$ cat config.mk
export PLATFORM = sky130hd
export DESIGN_NAME = apf_core
export DESIGN_NICKNAME = d
export VERILOG_FILES = /design/src/pkg/apf_pkg.sv /design/src/logic/apf_core.sv
export VERILOG_INCLUDE_DIRS = /design/src /design/src/pkg
export SDC_FILE = /design/constraint.sdc
export NUM_CORES = 1
export LEC_CHECK = 0
export BUFFER_PORTS_ARGS = -buffer_cell sky130_fd_sc_hd__buf_2
export CAP_MARGIN = 20
export CORE_ASPECT_RATIO = 1.1
export CORE_MARGIN = 5
export CORE_UTILIZATION = 30
export CTS_CLUSTER_DIAMETER = 60
export DETAILED_ROUTE_END_ITERATION = 12
export REMOVE_ABC_BUFFERS = 1
export SETUP_SLACK_MARGIN = 0.5
export SLEW_MARGIN = 20
export SYNTH_ARGS = -nofsm -noshare
export SYNTH_HDL_FRONTEND = slang
export SYNTH_SLANG_ARGS = --single-unit
$ cat constraint.sdc
create_clock -name pclk -period 10.05 [get_ports pclk]
set_input_delay 1.005 -clock pclk [delete_from_list [all_inputs] [get_ports pclk]]
set_output_delay 1.005 -clock pclk [all_outputs]
set_load 0.1 [all_outputs]
$ cat src/pkg/apf_cfg.svh
`ifndef APF_CFG_SVH
`define APF_CFG_SVH

`define APF_OFF_CTRL 8'h00
`define APF_OFF_OPA 8'h04
`define APF_OFF_OPB 8'h08
`define APF_OFF_PC 8'h0c
`define APF_OFF_SREG 8'h10
`define APF_OFF_ZPTR 8'h14
`define APF_OFF_PROD 8'h18
`define APF_OFF_STAT 8'h1c

`define APF_CTRL_OP_MSB 5
`define APF_CTRL_LONG_BIT 8
`define APF_CTRL_GO_BIT 9

`define APF_STAT_BUSY_BIT 0
`define APF_STAT_ERR_BIT 1

`define APF_FLAG_C 0
`define APF_FLAG_Z 1
`define APF_FLAG_N 2
`define APF_FLAG_V 3
`define APF_FLAG_S 4
`define APF_FLAG_H 5
`define APF_FLAG_I 7

`define APF_SREG_RST 8'h00
`define APF_WORD_RST 16'h0000

`define APF_STACK_DEPTH 8
`define APF_SP_W 4

`define APF_CYC_ONE 3'd1
`define APF_CYC_TWO 3'd2
`define APF_CYC_THREE 3'd3
`define APF_CYC_FOUR 3'd4

`endif

$ cat src/pkg/apf_pkg.sv
`default_nettype none
`include "apf_cfg.svh"
package apf_pkg;

	typedef enum logic [5:0] {
		op_add, op_add_carry, op_word_add_immediate,
		op_subtract, op_subtract_constant, op_subtract_with_borrow,
		op_subtract_constant_with_borrow, op_word_subtract_immediate,
		op_and, op_and_with_constant, op_or, op_or_with_constant,
		op_exclusive_or_registers, op_bitwise_invert, op_arithmetic_negate,
		op_set_bits_masked, op_clear_bits_masked, op_increment,
		op_decrement, op_zero_sign_test, op_zero_register,
		op_all_ones_register, op_product_unsigned, op_product_signed,
		op_product_signed_by_unsigned, op_fraction_product_unsigned,
		op_fraction_product_signed, op_fraction_product_mixed,
		op_relative_jump, op_pointer_jump, op_absolute_jump,
		op_relative_subroutine_invoke, op_pointer_subroutine_invoke,
		op_absolute_subroutine_invoke, op_subroutine_exit,
		op_interrupt_exit, op_equal_skip, op_compare_registers,
		op_compare_with_borrow
	} apf_op_t;

	typedef enum logic {st_idle, st_busy} apf_st_t;

	typedef struct packed {
		logic psel;
		logic penable;
		logic pwrite;
		logic [7:0] paddr;
		logic [31:0] pwdata;
	} apf_apb_req_t;

	typedef struct packed {
		logic [31:0] prdata;
		logic pready;
		logic pslverr;
	} apf_apb_rsp_t;

	typedef struct packed {
		logic [15:0] opa;
		logic [15:0] opb;
		logic [15:0] pc;
		logic [15:0] zptr;
		logic [15:0] prod;
		logic [7:0] sreg;
		logic [`APF_STACK_DEPTH-1:0][15:0] stack;
		logic [`APF_SP_W-1:0] sp;
		logic stack_err;
		logic [2:0] cnt;
		logic [2:0] last_cyc;
		logic [5:0] last_op;
		apf_st_t st;
		apf_apb_rsp_t rsp;
	} apf_regs_t;

endpackage : apf_pkg
`default_nettype wire

$ cat src/logic/apf_core.sv
`default_nettype none
`include "apf_cfg.svh"
module apf_core (
	input wire logic pclk,
	input wire logic presetn,
	input wire apf_pkg::apf_apb_req_t apb_req,
	output var apf_pkg::apf_apb_rsp_t apb_rsp,
	output logic busy,
	output logic global_int_en
);
	import apf_pkg::*;

	apf_regs_t s_q;
	apf_regs_t s_d;

	logic acc;
	logic wr;
	logic go;
	apf_op_t op;
	logic [7:0] d8;
	logic [7:0] r8;
	logic cin;
	logic use_c;
	logic [8:0] sum9;
	logic [4:0] hsum;
	logic [8:0] dif9;
	logic [4:0] hdif;
	logic [16:0] wsum;
	logic [16:0] wdif;
	logic signed [17:0] p18;
	logic [15:0] p16;
	logic [7:0] res;
	logic [7:0] nf;
	logic [7:0] mask;
	logic [2:0] cyc;
	logic [15:0] ret_addr;
	logic push;
	logic pop;
	logic [31:0] rd;
	logic rd_err;

	always_comb begin
		s_d = s_q;
		acc = apb_req.psel & apb_req.penable & s_q.rsp.pready;
		wr = acc & apb_req.pwrite;
		op = apf_op_t'(apb_req.pwdata[`APF_CTRL_OP_MSB:0]);
		go = wr & (apb_req.paddr == `APF_OFF_CTRL) &
			apb_req.pwdata[`APF_CTRL_GO_BIT] & (s_q.st == st_idle);
		d8 = s_q.opa[7:0];
		r8 = s_q.opb[7:0];
		cin = s_q.sreg[`APF_FLAG_C];
		use_c = (op == op_add_carry) | (op == op_subtract_with_borrow) |
			(op == op_subtract_constant_with_borrow) |
			(op == op_compare_with_borrow);
		sum9 = {1'b0, d8} + {1'b0, r8} + {8'h00, use_c & cin};
		hsum = {1'b0, d8[3:0]} + {1'b0, r8[3:0]} + {4'h0, use_c & cin};
		dif9 = {1'b0, d8} - {1'b0, r8} - {8'h00, use_c & cin};
		hdif = {1'b0, d8[3:0]} - {1'b0, r8[3:0]} - {4'h0, use_c & cin};
		wsum = {1'b0, s_q.opa} + {11'h000, s_q.opb[5:0]};
		wdif = {1'b0, s_q.opa} - {11'h000, s_q.opb[5:0]};
		p18 = $signed({d8[7] & (op == op_product_signed |
			op == op_product_signed_by_unsigned |
			op == op_fraction_product_signed |
			op == op_fraction_product_mixed), d8}) *
			$signed({r8[7] & (op == op_product_signed |
			op == op_fraction_product_signed), r8});
		p16 = p18[15:0];
		res = d8;
		nf = 8'h00;
		mask = 8'h00;
		cyc = `APF_CYC_ONE;
		ret_addr = s_q.pc + 16'h0001;
		push = 1'b0;
		pop = 1'b0;

		// shared flag forms for 8-bit subtract and compare
		nf[`APF_FLAG_C] = dif9[8];
		nf[`APF_FLAG_H] = hdif[4];
		nf[`APF_FLAG_V] = (d8[7] & ~r8[7] & ~dif9[7]) |
			(~d8[7] & r8[7] & dif9[7]);

		if (go) begin
			s_d.pc = s_q.pc + 16'h0001;
			case (op)
				op_add, op_add_carry: begin
					res = sum9[7:0];
					mask = 8'h2f;
					nf[`APF_FLAG_C] = sum9[8];
					nf[`APF_FLAG_H] = hsum[4];
					nf[`APF_FLAG_V] = (d8[7] & r8[7] & ~sum9[7]) |
						(~d8[7] & ~r8[7] & sum9[7]);
				end
				op_subtract, op_subtract_constant: begin
					res = dif9[7:0];
					mask = 8'h2f;
				end
				op_compare_registers: begin
					res = dif9[7:0];
					mask = 8'h2f;
				end
				op_subtract_with_borrow, op_subtract_constant_with_borrow,
				op_compare_with_borrow: begin
					res = dif9[7:0];
					mask = 8'h2f;
				end
				op_word_add_immediate, op_word_subtract_immediate: begin
					cyc = `APF_CYC_TWO;
					mask = 8'h1f;
					if (op == op_word_add_immediate) begin
						s_d.opa = wsum[15:0];
						nf[`APF_FLAG_V] = ~s_q.opa[15] & wsum[15];
						nf[`APF_FLAG_C] = s_q.opa[15] & ~wsum[15];
					end else begin
						s_d.opa = wdif[15:0];
						nf[`APF_FLAG_V] = s_q.opa[15] & ~wdif[15];
						nf[`APF_FLAG_C] = ~s_q.opa[15] & wdif[15];
					end
				end
				op_and, op_and_with_constant: begin
					res = d8 & r8;
					mask = 8'h0e;
				end
				op_or, op_or_with_constant: begin
					res = d8 | r8;
					mask = 8'h0e;
				end
				op_exclusive_or_registers: begin
					res = d8 ^ r8;
					mask = 8'h0e;
				end
				op_set_bits_masked: begin
					res = d8 | r8;
					mask = 8'h0e;
				end
				op_clear_bits_masked: begin
					res = d8 & (8'hff - r8);
					mask = 8'h0e;
				end
				op_zero_sign_test: begin
					res = d8 & d8;
					mask = 8'h0e;
				end
				op_bitwise_invert: begin
					res = 8'hff - d8;
					mask = 8'h0f;
					nf[`APF_FLAG_C] = 1'b1;
				end
				op_arithmetic_negate: begin
					res = 8'h00 - d8;
					mask = 8'h2f;
					nf[`APF_FLAG_C] = (res != 8'h00);
					nf[`APF_FLAG_H] = res[3] | d8[3];
				end
				op_increment: begin
					res = d8 + 8'h01;
					mask = 8'h0e;
				end
				op_decrement: begin
					res = d8 - 8'h01;
					mask = 8'h0e;
				end
				op_zero_register: begin
					res = d8 ^ d8;
					mask = 8'h0e;
				end
				op_all_ones_register: begin
					res = 8'hff;
				end
				op_product_unsigned, op_product_signed,
				op_product_signed_by_unsigned: begin
					s_d.prod = p16;
					cyc = `APF_CYC_TWO;
					mask = 8'h03;
				end
				op_fraction_product_unsigned, op_fraction_product_signed,
				op_fraction_product_mixed: begin
					s_d.prod = {p16[14:0], 1'b0};
					cyc = `APF_CYC_TWO;
					mask = 8'h03;
				end
				op_relative_jump: begin
					s_d.pc = s_q.pc + s_q.opb + 16'h0001;
					cyc = `APF_CYC_TWO;
				end
				op_pointer_jump: begin
					s_d.pc = s_q.zptr;
					cyc = `APF_CYC_TWO;
				end
				op_absolute_jump: begin
					s_d.pc = s_q.opb;
					cyc = `APF_CYC_THREE;
				end
				op_relative_subroutine_invoke: begin
					s_d.pc = s_q.pc + s_q.opb + 16'h0001;
					cyc = `APF_CYC_THREE;
					push = 1'b1;
				end
				op_pointer_subroutine_invoke: begin
					s_d.pc = s_q.zptr;
					cyc = `APF_CYC_THREE;
					push = 1'b1;
				end
				op_absolute_subroutine_invoke: begin
					s_d.pc = s_q.opb;
					ret_addr = s_q.pc + 16'h0002;
					cyc = `APF_CYC_FOUR;
					push = 1'b1;
				end
				op_subroutine_exit, op_interrupt_exit: begin
					cyc = `APF_CYC_FOUR;
					pop = 1'b1;
					if (op == op_interrupt_exit) begin
						s_d.sreg[`APF_FLAG_I] = 1'b1;
					end
				end
				op_equal_skip: begin
					if (d8 == r8) begin
						if (apb_req.pwdata[`APF_CTRL_LONG_BIT]) begin
							s_d.pc = s_q.pc + 16'h0003;
							cyc = `APF_CYC_THREE;
						end else begin
							s_d.pc = s_q.pc + 16'h0002;
							cyc = `APF_CYC_TWO;
						end
					end
				end
				default: begin
				end
			endcase

			if (mask[`APF_FLAG_C] & ~mask[`APF_FLAG_N]) begin
				nf[`APF_FLAG_Z] = (s_d.prod == 16'h0000);
				nf[`APF_FLAG_C] = p16[15];
			end else if (mask[`APF_FLAG_S]) begin
				nf[`APF_FLAG_Z] = (s_d.opa == 16'h0000);
				nf[`APF_FLAG_N] = s_d.opa[15];
				nf[`APF_FLAG_S] = s_d.opa[15] ^ nf[`APF_FLAG_V];
			end else begin
				nf[`APF_FLAG_Z] = (res == 8'h00);
				nf[`APF_FLAG_N] = res[7];
				if (use_c & (op != op_add_carry)) begin
					nf[`APF_FLAG_Z] = (res == 8'h00) & s_q.sreg[`APF_FLAG_Z];
				end
				case (op)
					op_and, op_and_with_constant, op_or, op_or_with_constant,
					op_exclusive_or_registers, op_set_bits_masked,
					op_clear_bits_masked, op_zero_sign_test,
					op_zero_register, op_bitwise_invert:
						nf[`APF_FLAG_V] = 1'b0;
					op_increment, op_arithmetic_negate:
						nf[`APF_FLAG_V] = (res == 8'h80);
					op_decrement:
						nf[`APF_FLAG_V] = (res == 8'h7f);
					default: begin
					end
				endcase
			end
			s_d.sreg = (s_d.sreg & ~mask) | (nf & mask);
			if (mask[`APF_FLAG_H] | (mask[`APF_FLAG_N] & ~mask[`APF_FLAG_S])
				| (op == op_all_ones_register)) begin
				if (op != op_compare_registers &&
					op != op_compare_with_borrow) begin
					s_d.opa[7:0] = res;
				end
			end

			if (push) begin
				if (s_q.sp == `APF_SP_W'(`APF_STACK_DEPTH)) begin
					s_d.stack_err = 1'b1;
				end else begin
					s_d.stack[s_q.sp[`APF_SP_W-2:0]] = ret_addr;
					s_d.sp = s_q.sp + `APF_SP_W'(1);
				end
			end
			if (pop) begin
				if (s_q.sp == `APF_SP_W'(0)) begin
					s_d.stack_err = 1'b1;
					s_d.pc = `APF_WORD_RST;
				end else begin
					s_d.pc = s_q.stack[s_q.sp[`APF_SP_W-2:0] - 3'd1];
					s_d.sp = s_q.sp - `APF_SP_W'(1);
				end
			end
			s_d.last_op = apb_req.pwdata[`APF_CTRL_OP_MSB:0];
			s_d.last_cyc = cyc;
			s_d.cnt = cyc - 3'd1;
		end else if (s_q.cnt != 3'd0) begin
			s_d.cnt = s_q.cnt - 3'd1;
		end
		s_d.st = (s_d.cnt != 3'd0) ? st_busy : st_idle;

		// register writes other than the control word
		if (wr) begin
			case (apb_req.paddr)
				`APF_OFF_OPA: s_d.opa = apb_req.pwdata[15:0];
				`APF_OFF_OPB: s_d.opb = apb_req.pwdata[15:0];
				`APF_OFF_PC: s_d.pc = apb_req.pwdata[15:0];
				`APF_OFF_SREG: s_d.sreg = apb_req.pwdata[7:0];
				`APF_OFF_ZPTR: s_d.zptr = apb_req.pwdata[15:0];
				`APF_OFF_STAT: begin
					if (apb_req.pwdata[`APF_STAT_ERR_BIT]) begin
						s_d.stack_err = 1'b0;
					end
				end
				default: begin
				end
			endcase
		end

		rd = 32'h0000_0000;
		rd_err = 1'b0;
		case (apb_req.paddr)
			`APF_OFF_CTRL: rd = {26'h000_0000, s_q.last_op};
			`APF_OFF_OPA: rd = {16'h0000, s_q.opa};
			`APF_OFF_OPB: rd = {16'h0000, s_q.opb};
			`APF_OFF_PC: rd = {16'h0000, s_q.pc};
			`APF_OFF_SREG: rd = {24'h00_0000, s_q.sreg};
			`APF_OFF_ZPTR: rd = {16'h0000, s_q.zptr};
			`APF_OFF_PROD: rd = {16'h0000, s_q.prod};
			`APF_OFF_STAT: rd = {21'h00_0000, s_q.last_cyc,
				(`APF_SP_W)'(s_q.sp), 2'b00, s_q.stack_err,
				s_q.st == st_busy};
			default: rd_err = 1'b1;
		endcase
		s_d.rsp.pready = apb_req.psel & apb_req.penable & ~s_q.rsp.pready;
		s_d.rsp.pslverr = s_d.rsp.pready & rd_err;
		s_d.rsp.prdata = s_d.rsp.pready ? rd : 32'h0000_0000;
	end

	always_ff @(posedge pclk or negedge presetn) begin
		if (!presetn) begin
			s_q <= '0;
			s_q.sreg <= `APF_SREG_RST;
			s_q.st <= st_idle;
		end else begin
			s_q <= s_d;
		end
	end

	assign apb_rsp = s_q.rsp;
	assign busy = s_q.st;
	assign global_int_en = s_q.sreg[`APF_FLAG_I];

endmodule : apf_core
`default_nettype wire

== Word-level counts from Yosys, hierarchy flattened ==
Index checks and enable logic that the tools add are counted.

* Register bits after elaboration: 268
* Input bits: 45
* Output and inout bits: 36

* Add/subtract/negate cells: 25
* Multipliers: 1
* $lt $le $gt $ge: 3
* Equal/unequal tests: 52
* Mux-type cells: 77
* Bitwise operators: 62
* Reduce and logical (&&, ||, !) cells: 35

{| class="wikitable"
|+ Operator list
! kind !! count
|-
| $mux W16 || 18
|-
| $mux W141 || 1
|-
| $mux W133 || 1
|-
| $mux W132 || 1
|-
| $bwmux W128 || 1
|-
| $pmux W16 S8 || 1
|-
| $pmux W8 S13 || 1
|-
| $eq A6 B5 Y1 const B || 16
|-
| $mux W64 || 1
|-
| $pmux W16 S4 || 1
|-
| $bmux W16 S3 || 1
|-
| $demux W16 S3 || 1
|-
| $eq A6 B4 Y1 const B || 8
|-
| $mux W8 || 6
|-
| $eq A6 B6 Y1 const B || 7
|-
| $add A16 B1 Y16 const B || 2
|-
| $add A16 B2 Y16 const B || 2
|-
| $and A8 B8 Y8 || 4
|-
| $eq A8 B5 Y1 const B || 4
|-
| $logic_not A16 Y1 || 2
|-
| $mux W32 || 1
|-
| $pmux W16 S2 || 1
|-
| $pmux W6 S5 || 1
|-
| $and A1 B1 Y1 || 27
|-
| other kinds (63) || 146
|}

== Longest topological paths before layout ==
Gate-level depths: netlist of run 1.

* Word-level depth: 21
* Mapped depth: 24
* Depth with buffers taken out: 23

== Worst setup path after synthesis of run 1 ==
Ideal clock, no wire load.

* Kind: input to register
* Start: input apb_req[2] in the netlist's numbering
* End: register s_q[181] in the netlist's numbering
* Arrival: 6659 ps
* Path slack: 3321 ps
* Cell stages on the path: 24
* Path buffers: 3
* Cell sequence: buf_2 > buf_6 > buf_4 > and3b_1 > o21ai_0 > a21oi_1 > nand2_1 > fa_1 > fa_1 > inv_1 > fa_1 > fa_1 > inv_1 > fa_1 > inv_1 > ha_1 > o21a_1 > o211a_1 > a211o_1 > a21o_1 > a32oi_1 > and4_1 > nand4_1 > nand4_1

{| class="wikitable"
|+ RTL lines
! item !! line !! RTL
|-
| start: declaration || apf_core.sv:6 || <nowiki>input wire apf_pkg::apf_apb_req_t apb_req,</nowiki>
|-
| end: declaration || apf_core.sv:13 || <nowiki>apf_regs_t s_q;</nowiki>
|}

==> results.sh, run 1 <==
export IMPL_status="complete, no violations"
export IMPL_finalInstanceArea_mm2=0.0225
export IMPL_fin_nets=2488
export IMPL_syn_area_per_cell_um2=8.79
export IMPL_ios=81
export IMPL_grt_pass1_vias=17498
export IMPL_reg2regPathDepth=20
export IMPL_ant_nets=0
export IMPL_tightest_slew_ps=1140
export IMPL_ir_drop_v=0.0000956
export IMPL_cp_required_ps=10530
export IMPL_cap_violations=0
export IMPL_cts_tree="yes"
export IMPL_die_y_um=283
export IMPL_grt_max_degree=129
export IMPL_clockRootBuffer="clkbuf_16"
export IMPL_cts_setup_buffers=0
export IMPL_rr_startpoint="d8[7]$_DFF_PN0_"
export IMPL_place_hpwl_um=50000
export IMPL_ys_flop_type="dfrtp_1"
export IMPL_place_gp_congestion=0.950
export IMPL_yosysSeqAreaShare_pct=31.1
export IMPL_dr_pass1_iters=9
export IMPL_yosysWarnings=0
export IMPL_finalSetupTns_ps=0
export IMPL_r2r_end="cin$_DFF_PN0_"
export IMPL_final_cell_mix="nand2_1 (299), dfrtp_1 (251), o21ai_0 (206), nor2_1 (161), inv_1 (122)"
export IMPL_insertion_delay_ps=570
export IMPL_drc=0
export IMPL_slew_limit_headroom_pct=23.4
export IMPL_hold_class="reg2reg"
export IMPL_crit_fanout=34
export IMPL_fmax_mhz=134
export IMPL_min_path_cells=2
export IMPL_antenna_found_initial=8
export IMPL_regToRegSetupSlack_ps=3670
export IMPL_mostFrequentLayoutCell="nand2_1"
export IMPL_arrival_ps=7960
export IMPL_drtIter0Drc=1871
export IMPL_start_util_pct=30.1
export IMPL_core_area_mm2=0.0674
export IMPL_synth_seq_cells=252
export IMPL_postPlaceCellArea_mm2=0.0211
export IMPL_crit_chain="buf_2, nor2b_1, o21ai_0, a21oi_1, nand2_1, fa_1, fa_1, inv_1, fa_1, fa_1, inv_1, fa_1, inv_1, ha_1, o21a_1, o211a_1, a211o_1, a41oi_1, xnor2_1, nor2b_1, a31oi_1, o21ai_1"
export IMPL_synth_cells=2310
export IMPL_htree_levels=2
export IMPL_path_class="in2reg"
export IMPL_via_count=17757
export IMPL_crit_slowest_cell="a21oi_1"
export IMPL_synth_edf_count=0
export IMPL_die_width_um=258
export IMPL_layoutNonFillerInstCount=3158
export IMPL_clock_sinks=252
export IMPL_nFillCells=6976
export IMPL_power_mw=2.74
export IMPL_grt_pass1_wl_um=106000
export IMPL_critPathCaptureType="flip-flop"
export IMPL_p_leak_nw=9.59
export IMPL_rsz0062_at_grt="false"
export IMPL_cts_resized=0
export IMPL_routed_via_density=5.62
export IMPL_area_growth_pct=10.6
export IMPL_fin_crit_ps=7480
export IMPL_slew_violations=0
export IMPL_dieArea_mm2=0.0730
export IMPL_dp_cells=3096
export IMPL_wl_um=68700
export IMPL_fp_row_count=100
export IMPL_gr_total_overflow=0
export IMPL_worstSetupStartpointType="primary input"
export IMPL_track_usage_pct=18.4
export IMPL_hold_buffers=0
export IMPL_cpMostUsedCell="fa_1"
export IMPL_fin_skew_ps=29.0
export IMPL_port_buffers=48
export IMPL_powerDensity_mw_per_mm2=122
export IMPL_clk_pin_slew_ps=60
export IMPL_avgRoutedWirePerCell_um=21.8
export IMPL_syn_cell_area_mm2=0.0203
export IMPL_cts_buffers=34
export IMPL_setup_viol=0
export IMPL_slowest_delay_ps=760
export IMPL_hold_violations=0
export IMPL_final_layout_size_suffix_gt1_share_pct=11.2
export IMPL_netlist_cell_type_count=102
export IMPL_clockBufferDepth=3
export IMPL_post_route_period_util_pct=74.5
export IMPL_async_flop_share_pct=100
## metrics by stage
| stage | setup WS [ps] | utilization, % | hold WS, ps |
|---|---|---|---|
| 2_1_floorplan | 3540 | - | 445 |
| 3_3_place_gp | 2090 | 31.3 | 458 |
| 3_5_place_dp | 2080 | 31.3 | 465 |
| 4_1_cts | 2610 | 33.3 | 479 |
| 5_1_grt | 2230 | 33.3 | 487 |
| 6_report | 2570 | 33.3 | 476 |
## final cells by class
| class | count | area (um^2) | area share [%] |
|---|---|---|---|
| Sequential cell | 252 | 6310 | 28.1 |
| Timing Repair Buffer | 89 | 558 | 2.49 |
| Inverter | 134 | 503 | 2.24 |
| Clock inverter | 19 | 365 | 1.63 |
| Clock buffer | 42 | 951 | 4.24 |
| Tap cell | 867 | 1080 | 4.83 |
| Multi-Input combinational cell | 1754 | 12700 | 56.5 |
| Antenna cell | 1 | 2.50 | 0.0111 |
## routing by layer
metal	GRT usage (%)	share of wire (%)	up-vias
li1	-	-	8175
met1	24.1	41	8656
met2	31.2	48	763
met3	2.91	7.6	161
met4	6.50	3.7	2
met5	0	0.019	-
## critical path: cells and delay by family
family,cells,cell delay (ps)
XOR/XNOR,1,210
AND/OR/NAND/NOR,3,990
adder cells (fa/ha/maj),6,2980
AO/OA/AOI/OAI,8,2040
buffers and inverters,4,690
## kinds of logic after synthesis
family,after synthesis,share of synthesized area (%)
fa+ha+maj,178,13.6
flops,252,31.1
xor+xnor,94,4.09
other cells,1,0.0185
buf+inv,319,6.95
mux,97,6.94
compound gates,668,21.2
simple gates,701,16.1
## synthesized netlist by cell type, types with 15 or more instances
cell type	instances	area [um^2]
mux2_2	27	304
a21oi_1	85	425
xor2_1	33	289
a31oi_1	34	213
xnor2_1	60	526
clkbuf_1	108	405
nand2_1	300	1130
nand3_1	50	250
a221oi_1	19	166
a222oi_1	20	200
inv_1	122	458
mux2i_1	35	350
fa_1	71	1420
o21ai_1	71	355
dfrtp_1	252	6310
o211ai_1	25	188
mux4_2	32	721
a22oi_1	39	293
ha_1	107	1340
o22ai_1	18	113
o21ai_0	206	1030
or3_1	15	93.8
nor3_1	42	210
buf_4	40	300
a21o_1	18	135
buf_2	25	125
nor2_1	161	604
nor2b_1	19	119
## report_power, final
| group | total (mW) | switching [mW] | internal [mW] |
|---|---|---|---|
| registers | 1.03 | 0.0104 | 1.02 |
| clock network | 1.42 | 0.521 | 0.895 |
| logic | 0.288 | 0.203 | 0.0849 |
| total | 2.74 | 0.734 | 2.00 |
## worst max path at each step
stage	from	to	slack, ps	cells past startpoint
final	apb_req[3]	cin$_DFF_PN0_	2570	22
after global routing	apb_req[3]	cin$_DFF_PN0_	2230	22
after CTS	apb_req[3]	cin$_DFF_PN0_	2610	22
after detailed placement	apb_req[3]	cin$_DFF_PN0_	2080	22
after global placement	apb_req[3]	cin$_DFF_PN0_	2090	22
after floorplan	apb_req[4]	s_q[181]$_DFF_PN0_	3540	21
(Power assumes the default switching activity.)
==> run 2, diff against run 1 <==
- clock period: 10.05 -> 6.1 ns (I/O delays scaled with it)
==> results.sh, run 2 (synthesis results as in run 1) <==
export IMPL_status="complete, no violations"
export IMPL_fin_crit_ps=5500
export IMPL_grt_pass1_wl_um=108000
export IMPL_core_area_mm2=0.0674
export IMPL_drtIter0Drc=1866
export IMPL_crit_fanout=5
export IMPL_wl_um=70600
export IMPL_cts_tree="yes"
export IMPL_drc=0
export IMPL_crit_end="s_q[181]$_DFF_PN0_"
export IMPL_powerDensity_mw_per_mm2=183
export IMPL_power_internal_mw=3.03
export IMPL_avgRoutedWirePerCell_um=21.9
export IMPL_dieArea_mm2=0.0730
export IMPL_rr_startpoint="r8[3]$_DFFE_PN0P_"
export IMPL_via_count=18179
export IMPL_p_leak_nw=9.86
export IMPL_start_util_pct=30.1
export IMPL_die_y_um=283
export IMPL_pwr_share_seq_pct=40.6
export IMPL_cap_violations=0
export IMPL_critPathCaptureType="flip-flop"
export IMPL_clock_sinks=252
export IMPL_track_usage_pct=18.7
export IMPL_place_gp_congestion=0.979
export IMPL_regToRegSetupSlack_ps=600
export IMPL_final_cell_mix="nand2_1 (297), dfrtp_1 (249), o21ai_0 (206), nor2_1 (161), inv_1 (118)"
export IMPL_critical_path_startpoint="r8[3]$_DFFE_PN0P_"
export IMPL_reg2regPathDepth=20
export IMPL_ir_drop_v=0.000214
export IMPL_hold_violations=0
export IMPL_cts_buffers=31
export IMPL_port_buffers=48
export IMPL_htree_levels=1
export IMPL_path_class="reg2reg"
export IMPL_fp_row_count=100
export IMPL_final_layout_size_suffix_gt1_share_pct=14.5
export IMPL_clockBufferDepth=3
export IMPL_grt_max_degree=116
export IMPL_slew_violations=0
export IMPL_clockRootBuffer="clkbuf_16"
export IMPL_tightest_slew_ps=984
export IMPL_slew_limit_headroom_pct=34.4
export IMPL_setup_slack_ps=600
export IMPL_fmax_mhz=182
export IMPL_fin_skew_ps=9.51
export IMPL_dr_pass1_iters=6
export IMPL_ant_nets=0
export IMPL_swShare_pct=27.6
export IMPL_cp_required_ps=6640
export IMPL_holdWs_ps=93.3
export IMPL_mostFrequentLayoutCell="nand2_1"
export IMPL_die_width_um=258
export IMPL_antenna_found_initial=2
export IMPL_p_switching_mw=1.16
export IMPL_fin_nets=2559
export IMPL_ios=81
export IMPL_postPlaceCellArea_mm2=0.0216
export IMPL_clk_pin_slew_ps=60
export IMPL_hold_buffers=0
export IMPL_setup_viol=0
export IMPL_pre_cts_ws_ps=-472
export IMPL_hold_class="in2async"
export IMPL_area_growth_pct=12.9
export IMPL_combPwrFrac_pct=12.3
export IMPL_r2r_end="s_q[181]$_DFF_PN0_"
export IMPL_arrival_ps=6040
export IMPL_insertion_delay_ps=610
export IMPL_worstSetupStartpointType="flip-flop"
export IMPL_clock_power_share_pct=47.1
export IMPL_gr_total_overflow=0
export IMPL_grt_pass1_vias=17484
export IMPL_place_hpwl_um=52300
export IMPL_finalInstanceArea_mm2=0.0229
export IMPL_fin_util_pct=34.0
export IMPL_rsz0062_at_grt="true"
export IMPL_routed_via_density=5.64
export IMPL_post_route_period_util_pct=90.2
export IMPL_diodes=0
run 2: cell types whose count changed in the layout (fill, tap and decap cells not counted), moves of 4 or more:
| cell | previous run | this run |
|---|---|---|
| inv_2 | 4 | 8 |
| inv_1 | 122 | 118 |
| buf_4 | 41 | 112 |
| bufinv_16 | 8 | 4 |
| buf_6 | 0 | 4 |
| clkbuf_1 | 1 | 6 |
| clkinvlp_4 | 0 | 4 |
run 2: how the worst min path moves through the flow:
stage | from | end | slack (ps) | cells after the start
after floorplan | presetn | asynchronous set/reset pin | 310 | 0
after global placement | flip-flop | flip-flop | 460 | 2
after detailed placement | flip-flop | flip-flop | 460 | 2
after CTS | presetn | asynchronous set/reset pin | 110 | 1
after global routing | presetn | asynchronous set/reset pin | 150 | 1
final | presetn | asynchronous set/reset pin | 90 | 1
run 2: cell type report:
type	count	area, um^2
clock buffer	43	881
clock inverter	12	194
fill	6991	44500
multi-input combinational	1754	12800
timing repair buffer	163	1160
tap	867	1080
inverter	134	510
sequential	252	6310
run 2: timing repair:
| action | CTS | global route |
|---|---|---|
| buffers inserted | 1 | 5 |
| pin swaps | 9 | 25 |
| setup endpoints to repair | 5 | 5 |
| cloned | 0 | 0 |
| gates resized for setup | 10 | 27 |
run 2: power by group through the flow:
stage | clock [mW] | sequential, mW | combinational [mW]
2_1_floorplan | 0 | 1.75 | 0.279
3_3_place_gp | 0 | 1.73 | 0.496
3_5_place_dp | 0 | 1.73 | 0.495
4_1_cts | 2.00 | 1.70 | 0.503
5_1_grt | 2.07 | 1.70 | 0.560
6_report | 1.97 | 1.70 | 0.514
run 2: per-layer routing:
metal	track usage [%]	vias up	share of wire, %
li1	-	8305	-
met3	2.76	195	7.6
met2	31.4	839	47
met4	6.83	4	4.3
met5	0	-	0.037
met1	24.7	8836	41
run 2: worst max-delay path: stages (launching register included):
cell and delay, ps:
dfrtp_1 510, buf_4 250, ha_1 250, fa_1 390, inv_1 90, fa_1 410
fa_1 490, fa_1 560, inv_1 40, ha_1 280, ha_1 340, nor2b_1 150
o21a_1 180, buf_4 130, or3_4 360, a32oi_2 230, nand3_1 120, nor3_2 180
and4_1 200, nand4_1 130, nand4_1 130
run 2: metrics by stage:
stage	instances	total power [mW]	TNS [ps]
6_report	3225	4.19	0
5_1_grt	3225	4.33	0
4_1_cts	3220	4.20	0
3_5_place_dp	3164	2.23	-1860
3_3_place_gp	3164	2.23	-1500
2_1_floorplan	2140	2.03	-18.1
